<file path="config.mk">
export PLATFORM = sky130hd
export DESIGN_NAME = grouped_interrupt_expander
export DESIGN_NICKNAME = d
export VERILOG_FILES = /design/src/hdl/expander_pkg.sv /design/src/hdl/vector_mem_if.sv /design/src/hdl/grouped_interrupt_expander.sv /design/src/hdl/vector_table_mem.sv
export SDC_FILE = /design/constraint.sdc
export NUM_CORES = 2
export LEC_CHECK = 0
export BUFFER_PORTS_ARGS = -buffer_cell sky130_fd_sc_hd__buf_2
export CAP_MARGIN = 10
export CELL_PAD_IN_SITES_DETAIL_PLACEMENT = 0
export CELL_PAD_IN_SITES_GLOBAL_PLACEMENT = 1
export CORE_ASPECT_RATIO = 0.8
export CORE_MARGIN = 2
export CORE_UTILIZATION = 50
export DETAILED_ROUTE_END_ITERATION = 7
export GPL_TIMING_DRIVEN = 0
export PLACE_DENSITY = 0.84
export REMOVE_ABC_BUFFERS = 1
export SKIP_CTS_REPAIR_TIMING = 1
export SLEW_MARGIN = 15
export SYNTH_ARGS = -nofsm -noshare
export SYNTH_HDL_FRONTEND = slang
export SYNTH_SLANG_ARGS = --single-unit
</file>
<file path="constraint.sdc">
create_clock -name clk -period 24.5 [get_ports clk]
set_clock_uncertainty 0.1 [all_clocks]
set_input_delay 1.225 -clock clk [delete_from_list [all_inputs] [get_ports clk]]
set_output_delay 1.225 -clock clk [all_outputs]
set_load 0.02 [all_outputs]
</file>
<file path="src/hdl/expander_pkg.sv">
package expander_pkg;
  localparam int GROUP_COUNT   = 12;     // core interrupt lines fed by groups
  localparam int GROUP_WIDTH   = 8;      // sources per group
  localparam int SOURCE_COUNT  = 96;     // total multiplexed sources
  localparam int VECTOR_WIDTH  = 32;     // one vector word per source
  localparam int VEC_ADDR_W    = 7;      // index into the vector table
  localparam int GROUP_SEL_W   = 4;      // group number 0..11
  localparam int SRC_SEL_W     = 3;      // source number 0..7 inside a group
  localparam int PASS_COUNT    = 4;      // lines 13, 14, realtime os, datalog
  localparam int FETCH_LATENCY = 2;      // cycles from fetch request to vector
  localparam logic [SOURCE_COUNT-1:0] FLAG_RESET   = '0;
  localparam logic [SOURCE_COUNT-1:0] ENABLE_RESET = '0;
  localparam logic [GROUP_COUNT-1:0]  ACK_RESET    = '0;
  localparam logic                    VTE_RESET    = 1'b0;
  localparam int                      VTE_BIT      = 0;  // control bit position
  localparam logic [VECTOR_WIDTH-1:0] VECTOR_NONE  = 32'h0000_0000;
endpackage : expander_pkg

</file>
<file path="src/hdl/vector_mem_if.sv">
`timescale 1ns/1ps
interface vector_mem_if;
  import expander_pkg::*;
  logic                    wr_en;   // table write strobe
  logic [VEC_ADDR_W-1:0]   wr_addr; // table write index
  logic [VECTOR_WIDTH-1:0] wr_data; // table write word
  logic [VEC_ADDR_W-1:0]   rd_addr; // fetch index, read every cycle
  logic [VECTOR_WIDTH-1:0] rd_data; // registered read word
  modport ctrl (output wr_en, output wr_addr, output wr_data, output rd_addr, input rd_data);
  modport mem (input wr_en, input wr_addr, input wr_data, input rd_addr, output rd_data);
endinterface : vector_mem_if

</file>
<file path="src/hdl/grouped_interrupt_expander.sv">
`timescale 1ns/1ps
// What this block does
// - 96 sources in 12 groups of eight
// - one writable 32-bit vector per source
// - unmultiplexed lines pass to core through one register stage
// - per group 8-bit flag and enable
// - one acknowledge bit per group gates forwarding
// - request sets flag regardless of enable
// - flag, enable, no ack raise group line
// - set ack holds requests back until cleared
// - fetch returns best pending, else source one
// - fetch with the table enabled clears the served source flag
// - table enable bit zero gates vector supply
module grouped_interrupt_expander
  import expander_pkg::*;
(
  // clock and reset
  input  wire logic                    clk,
  input  wire logic                    rst,
  // peripheral request levels, index = group*8 + source
  input  wire logic [SOURCE_COUNT-1:0] src_req,
  // unmultiplexed requests and their copy toward the core
  input  wire logic [PASS_COUNT-1:0]   pass_req,
  output      logic [PASS_COUNT-1:0]   pass_line,
  // core interrupt lines, bit g = group g
  output      logic [GROUP_COUNT-1:0]  core_interrupt_line,
  // software: group enable write
  input  wire logic                    enable_wr,
  input  wire logic [GROUP_SEL_W-1:0]  enable_group,
  input  wire logic [GROUP_WIDTH-1:0]  enable_wdata,
  // software: acknowledge clear, one bit per group
  input  wire logic [GROUP_COUNT-1:0]  ack_clear,
  // software: control register
  input  wire logic                    ctrl_wr,
  input  wire logic [7:0]              ctrl_wdata,
  // software: vector table write
  input  wire logic                    vec_wr,
  input  wire logic [VEC_ADDR_W-1:0]   vec_waddr,
  input  wire logic [VECTOR_WIDTH-1:0] vec_wdata,
  // core vector fetch
  input  wire logic                    fetch_req,
  input  wire logic [GROUP_SEL_W-1:0]  fetch_group,
  output      logic                    fetch_valid,
  output      logic [VECTOR_WIDTH-1:0] fetch_vector,
  output      logic [SRC_SEL_W-1:0]    fetch_source,
  // status views
  output      logic [SOURCE_COUNT-1:0] group_flag_reg,
  output      logic [SOURCE_COUNT-1:0] group_enable_reg,
  output      logic [GROUP_COUNT-1:0]  group_ack_reg,
  output      logic                    vector_table_enable
);
  logic [SOURCE_COUNT-1:0] src_prev_reg;        // last request level
  logic [SOURCE_COUNT-1:0] src_rise;            // new requests this cycle
  logic [SOURCE_COUNT-1:0] fetch_clr;           // flag cleared by fetch
  logic [SOURCE_COUNT-1:0] flag_next;
  logic [SOURCE_COUNT-1:0] enable_next;
  logic [GROUP_COUNT-1:0]  ack_set;             // set by vector delivery
  logic [GROUP_COUNT-1:0]  ack_next;
  logic [GROUP_COUNT-1:0]  line_next;
  logic [GROUP_WIDTH-1:0]  sel_pend;            // pending bits of fetched group
  logic [SRC_SEL_W-1:0]    sel_src;             // winner inside group
  logic [VEC_ADDR_W-1:0]   sel_index;           // winner table index
  logic                    fetch_ok;            // fetch request that group indexes
  logic                    fetch_go;            // fetch served from the table
  logic                    stage1_reg;          // read issued last cycle
  logic                    stage1_hit_reg;      // table was enabled at take
  logic [SRC_SEL_W-1:0]    stage1_src_reg;

  vector_mem_if vmem ();

  vector_table_mem u_table (
    .clk (clk),
    .bus (vmem.mem)
  );

  // lowest numbered source wins; none pending falls back to source one
  function automatic logic [SRC_SEL_W-1:0] pick(input logic [GROUP_WIDTH-1:0] p);
    logic [SRC_SEL_W-1:0] r;
    r = '0;
    for (int i = GROUP_WIDTH - 1; i >= 0; i--)
      if (p[i])
        r = SRC_SEL_W'(i);
    return r;
  endfunction : pick

  // only a rising request sets the flag, so a level still held
  // by the peripheral does not refill a flag that fetch just cleared
  assign src_rise  = src_req & ~src_prev_reg;
  assign fetch_ok  = fetch_req && (fetch_group < GROUP_SEL_W'(GROUP_COUNT));
  assign fetch_go  = fetch_ok && vector_table_enable;
  assign sel_pend  = fetch_ok ?
    (group_flag_reg[fetch_group*GROUP_WIDTH +: GROUP_WIDTH] &
     group_enable_reg[fetch_group*GROUP_WIDTH +: GROUP_WIDTH]) : '0;
  assign sel_src   = pick(sel_pend);
  assign sel_index = VEC_ADDR_W'(fetch_group * GROUP_WIDTH) + VEC_ADDR_W'(sel_src);
  assign fetch_clr = fetch_go ? (SOURCE_COUNT'(1) << sel_index) : '0;
  assign ack_set   = fetch_go ? (GROUP_COUNT'(1) << fetch_group) : '0;

  // new request wins over the fetch clear in the same cycle
  assign flag_next = (group_flag_reg & ~fetch_clr) | src_rise;
  // delivery set wins over a software clear in the same cycle
  assign ack_next  = (group_ack_reg & ~ack_clear) | ack_set;

  // table wiring: writes pass straight, reads follow the winner
  assign vmem.wr_en   = vec_wr;
  assign vmem.wr_addr = vec_waddr;
  assign vmem.wr_data = vec_wdata;
  assign vmem.rd_addr = sel_index;

  // per group: enable write and line request
  for (genvar g = 0; g < GROUP_COUNT; g++)
  begin : g_group
    logic hit;
    assign hit = enable_wr && (enable_group == GROUP_SEL_W'(g));
    assign enable_next[g*GROUP_WIDTH +: GROUP_WIDTH] = hit ? enable_wdata :
      group_enable_reg[g*GROUP_WIDTH +: GROUP_WIDTH];
    // any flagged and enabled source, held back while acknowledged
    assign line_next[g] = |(group_flag_reg[g*GROUP_WIDTH +: GROUP_WIDTH] &
      group_enable_reg[g*GROUP_WIDTH +: GROUP_WIDTH]) & ~group_ack_reg[g];
  end

  // flag, enable, acknowledge and control state
  always_ff @(posedge clk or posedge rst)
  begin
    if (rst)
    begin
      src_prev_reg        <= FLAG_RESET;
      group_flag_reg      <= FLAG_RESET;
      group_enable_reg    <= ENABLE_RESET;
      group_ack_reg       <= ACK_RESET;
      vector_table_enable <= VTE_RESET;
    end
    else
    begin
      src_prev_reg     <= src_req;
      group_flag_reg   <= flag_next;
      group_enable_reg <= enable_next;
      group_ack_reg    <= ack_next;
      if (ctrl_wr)
        vector_table_enable <= ctrl_wdata[VTE_BIT];
    end
  end

  // lines toward the core, one register stage
  always_ff @(posedge clk or posedge rst)
  begin
    if (rst)
    begin
      core_interrupt_line <= '0;
      pass_line           <= '0;
    end
    else
    begin
      core_interrupt_line <= line_next;
      pass_line           <= pass_req;
    end
  end

  // fetch pipeline: take, table read, answer
  always_ff @(posedge clk or posedge rst)
  begin
    if (rst)
    begin
      stage1_reg     <= 1'b0;
      stage1_hit_reg <= 1'b0;
      stage1_src_reg <= '0;
      fetch_valid    <= 1'b0;
      fetch_vector   <= VECTOR_NONE;
      fetch_source   <= '0;
    end
    else
    begin
      stage1_reg     <= fetch_req;
      stage1_hit_reg <= fetch_go;
      stage1_src_reg <= sel_src;
      fetch_valid    <= stage1_reg;
      fetch_source   <= stage1_src_reg;
      // disabled table answers with a null vector
      fetch_vector   <= stage1_hit_reg ? vmem.rd_data : VECTOR_NONE;
    end
  end

  chk_flag_on_rise: assert property (@(posedge clk) disable iff (rst)
    |src_rise |=> ((group_flag_reg & $past(src_rise)) == $past(src_rise)))
    else $error("new request did not set its flag");
  // judged from the flag, enable and ack registers, not from line_next
  chk_line_raised: assert property (@(posedge clk) disable iff (rst)
    |(group_flag_reg[23:16] & group_enable_reg[23:16]) && !group_ack_reg[2]
      |=> core_interrupt_line[2])
    else $error("pending unacknowledged group line not raised");
  chk_ack_blocks: assert property (@(posedge clk) disable iff (rst)
    ##1 ((core_interrupt_line & $past(group_ack_reg)) == '0))
    else $error("line raised while group acknowledged");
  chk_fetch_clears: assert property (@(posedge clk) disable iff (rst)
    fetch_go && !src_rise[sel_index] |=> !group_flag_reg[$past(sel_index)])
    else $error("served flag not cleared");
  chk_ack_on_fetch: assert property (@(posedge clk) disable iff (rst)
    fetch_go |=> group_ack_reg[$past(fetch_group)])
    else $error("acknowledge not set by delivery");
  chk_fetch_winner: assert property (@(posedge clk) disable iff (rst)
    fetch_req |=> ##1 fetch_valid && fetch_source == $past(sel_src, 2))
    else $error("fetch answer late or wrong source");
  chk_disabled_null: assert property (@(posedge clk) disable iff (rst)
    fetch_req && !vector_table_enable |=> ##1 fetch_vector == VECTOR_NONE)
    else $error("vector supplied while table disabled");
  chk_pass_through: assert property (@(posedge clk) disable iff (rst)
    ##1 pass_line == $past(pass_req))
    else $error("pass-through line mismatch");
  chk_enable_write: assert property (@(posedge clk) disable iff (rst)
    enable_wr && enable_group == 4'h2 |=> group_enable_reg[23:16] == $past(enable_wdata))
    else $error("enable write lost");
  chk_ack_held: assert property (@(posedge clk) disable iff (rst)
    group_ack_reg[2] && !ack_clear[2] |=> group_ack_reg[2])
    else $error("acknowledge cleared without software");

  cov_fetch_hit: cover property (@(posedge clk) disable iff (rst) fetch_go ##2 fetch_valid);
  cov_held_back: cover property (@(posedge clk) disable iff (rst)
    group_ack_reg[2] && |(group_flag_reg[23:16] & group_enable_reg[23:16]) ##1 ack_clear[2]);
  cov_empty_fetch: cover property (@(posedge clk) disable iff (rst) fetch_go && sel_pend == '0);
endmodule : grouped_interrupt_expander

</file>
<file path="src/hdl/vector_table_mem.sv">
`timescale 1ns/1ps
module vector_table_mem
  import expander_pkg::*;
(
  // clock
  input wire logic   clk,
  // table ports
  vector_mem_if.mem  bus
);
  // storage, no reset: software fills it before enabling fetches
  logic [VECTOR_WIDTH-1:0] table_mem [SOURCE_COUNT];
  logic [VECTOR_WIDTH-1:0] rd_data_reg;

  assign bus.rd_data = rd_data_reg;

  // writes accepted in any cycle, even during a fetch
  always_ff @(posedge clk)
  begin
    if (bus.wr_en)
      table_mem[bus.wr_addr] <= bus.wr_data;
  end

  // read data come out of a register; old word on same-address collision
  always_ff @(posedge clk)
  begin
    rd_data_reg <= table_mem[bus.rd_addr];
  end
endmodule : vector_table_mem

</file>
==> summary.md <==
| Metric | Value |
|---|---|
| Synthesized flop and latch total | 3462 |
| Crit start category | input port |
| Core Area | 0.268 mm^2 |
| Synth async-reset ratio | 10.3% |
| CTS buffer count | ~330 |
| Worst-margin pin slew | 1.28 ns |
| Vias | 90900 |
| Status | finished, final reports clean |
| Latest clock arrival within the worst-skew pair | 0.91 ns |
| Synthesized cell area | 0.134 mm^2 |
| CTS tree | done |
| Clock H-tree levels | 5 |
| Pre-Repair DR Iteration Count | 6 |
| Final count of pins violating max slew | 0 |
| Fin crit share | 34.1% |
| Vias in the first global route | roughly 86000 |
| Non-filler cells, final | 14100 |
| Boundary Pins | 438 |
| Die Y | roughly 470 um |
| Final wirelength | between 400000 and 500000 um |
| Share of layout cells above drive strength 1 | 14.9% |
| YS warnings | 0 |
| Most flops, register | u_table.table_mem |
| Clock Root Buffer | clkbuf_16 |
| Clk sinks | 3462 |
| Final setup viols | 0 |
| Worst reg2reg path depth | 21 |
| Share of the yosys chip area belonging to registers | 75.9% |
| Reg2reg start | group_flag_reg[63] |
| Post-DP HPWL | 286000 um |
| Leakage | 0.0560 uW |
| Initial Util | 50.1% |
| Largest net degree at the start of global routing | between 100 and 150 |
| Final Total Pwr | 13300 uW |
| Worst vdd ir | 0.000102 V |
| CTS Buffer Depth | 4 |
| Slew headroom | 14.7% |
| Synth-to-Final Area Change | 17.8% |
| Reg2reg end | u_table.bus.rd_data[22] |
| Synthesized instance count | about 9700 |
| Mean Syn Cell Area | ~14 um^2 |
| Gr usage total | 31.7% |
| Hold_sp | stage1_src_reg[1] |
| Crit path capture | u_table.bus.rd_data[22] |
| Placed instance count | 13500 |
| Register-to-register setup slack | 16.92 ns |
| Die Span X | 583 um |
| Drt drc | 0 |
| Worst Setup SP | fetch_group[0] |
| Critical path class | in2reg |
| Max-Cap Viols | 0 |
| Routed Antenna Nets | 0 |
| Hold Vio Cnt, Final | 0 |
| DP Area | 0.147 mm^2 |
| Data arrival time of the critical path | 9.04 ns |
| Dominant synthesized flop cell | edfxtp_1 |
| Worst hold-check path type | reg2reg |
| PwrDens | 84.1 mW/mm^2 |
| Drt wl/cell | 31.4 um |
| Synth unique cells | 76 |
| Port Buf Inserts | 430 |
| First-pass GRT wire length | 618000 um |
| Critical Path Fanout Max | between 100 and 150 |
| Row count | 170 |
| F_max | about 0.12 GHz |
| Initial antenna violation count | 60 |
| Overflow after GRT | 0 |
| Final net count | 10500 |
| Number of synthesized flops with an enable pin | 3072 |
| Worst EP required | 25.17 ns |
| Clk pin slew, worst setup/hold paths | 0.07 ns |
| Final instance area | about 0.16 mm^2 |
| Die ar. | approximately 0.27 mm^2 |
| Initial DRC Count | 15900 |
| Min Tclk post-route | 8.36 ns |
| Vias per inst | approximately 6.4 |
| Max FFs per register | between 3000 and 4000 |
| RePlAce Congestion | slightly above 0.9 |
| RSZ-0062 raised after global routing | no |
| CP Capture Type | register |
where the power goes:
part	internal [uW]	switching [uW]	total, uW
logic	509	1150	1660
clock network	2840	2210	5050
registers	6510	52.0	6560
cell usage after synthesis (all sizes together), types with 17 or more instances:
cell type | number | area share, %
and3 | 65 | 0.30
mux2 | 112 | 0.94
inv | 114 | 0.32
clkbuf | 166 | 0.46
a311oi | 24 | 0.16
nand3 | 892 | 3.3
mux2i | 268 | 2.0
nor3 | 24 | 0.090
o211ai | 19 | 0.11
nand4 | 153 | 0.71
dfxtp | 32 | 0.48
buf | 415 | 1.7
a22oi | 22 | 0.12
o22ai | 24 | 0.11
o21ai | 273 | 1.0
and2 | 44 | 0.21
a221oi | 64 | 0.42
edfxtp | 3072 | 69
nor4 | 17 | 0.079
nor2 | 142 | 0.42
a32oi | 94 | 0.61
nand2 | 2618 | 7.3
a31oi | 331 | 1.5
dfrtp | 358 | 6.7
a21oi | 180 | 0.67
worst max-delay path, stage by stage:
cell	delay (ns)
buf_6	0.25
buf_16	0.35
nand2b_4	0.68
buf_16	0.36
o22ai_1	0.19
o21bai_1	0.30
o2111a_1	0.37
a21o_4	0.58
buf_16	0.32
inv_16	0.17
buf_16	0.28
nor2_4	0.46
buf_12	0.23
buf_16	0.19
buf_12	0.21
buf_12	0.21
buf_16	0.19
buf_12	0.21
a32oi_1	0.09
and3_1	0.17
a31oi_1	0.47
nand4_1	0.59
and3_1	0.33
layout by cell type, fill, tap and decap left out, types with 94 or more instances in the layout:
cell type     n
a21oi_1     180
a31oi_1     330
a32oi_1      94
buf_12      126
buf_16      201
buf_2       397
clkbuf_16   336
dfrtp_1     357
edfxtp_1   3072
inv_1       110
mux2_2      111
mux2i_1     268
nand2_1    2615
nand3_1     891
nand4_1     153
o21ai_0     270
worst min path at each step:
stage                           end  slack (ns)  cells after the start
floorplan           fetch_source[0]        0.23                      0
global placement    fetch_source[1]        0.23                      0
detailed placement  fetch_source[1]        0.24                      0
CTS                 fetch_source[1]        0.25                      0
global route            fetch_valid        0.26                      0
finish              fetch_source[1]        0.25                      0
per-stage QoR:
step	utilization (%)	hold slack [ns]	TNS [ns]	setup WS, ns
final	59.0	0.249	0	16.14
after global routing	59.0	0.257	0	16.28
after CTS	59.0	0.251	0	16.56
after detailed placement	55.1	0.236	0	15.64
after global placement	51.5	0.232	-6698.70	-112.08
after floorplan	-	0.231	-1059.55	-23.94
metal layers:
metal  up-vias  GRT usage, %  wire [um]  part of all wire [%]
li1      37200             -          -                     -
met1     45300          44.2     162000                    37
met2      7126          46.8     194000                    44
met3      1277          8.91      64800                    15
met4        26          14.1      22500                   5.1
met5         -             0        183                 0.041
cell type report:
cell class,count,area (um^2)
clock buffer,422,8870
multi-input combinational,5559,29800
timing repair buffer,820,10900
clock inverter,171,1600
fill,19600,110000
sequential,3462,102000
tap,3526,4410
inverter,114,464
antenna,33,82.6
cell families after synthesis:
kind of cell	Yosys count	share of synthesized area, %
multiplexers	394	3.18
flip-flops	3462	75.9
buffers and inverters	695	2.52
AO/OA/AOI/OAI	1143	5.52
AND/OR/NAND/NOR	4022	12.8
(Power assumes the default switching activity.)
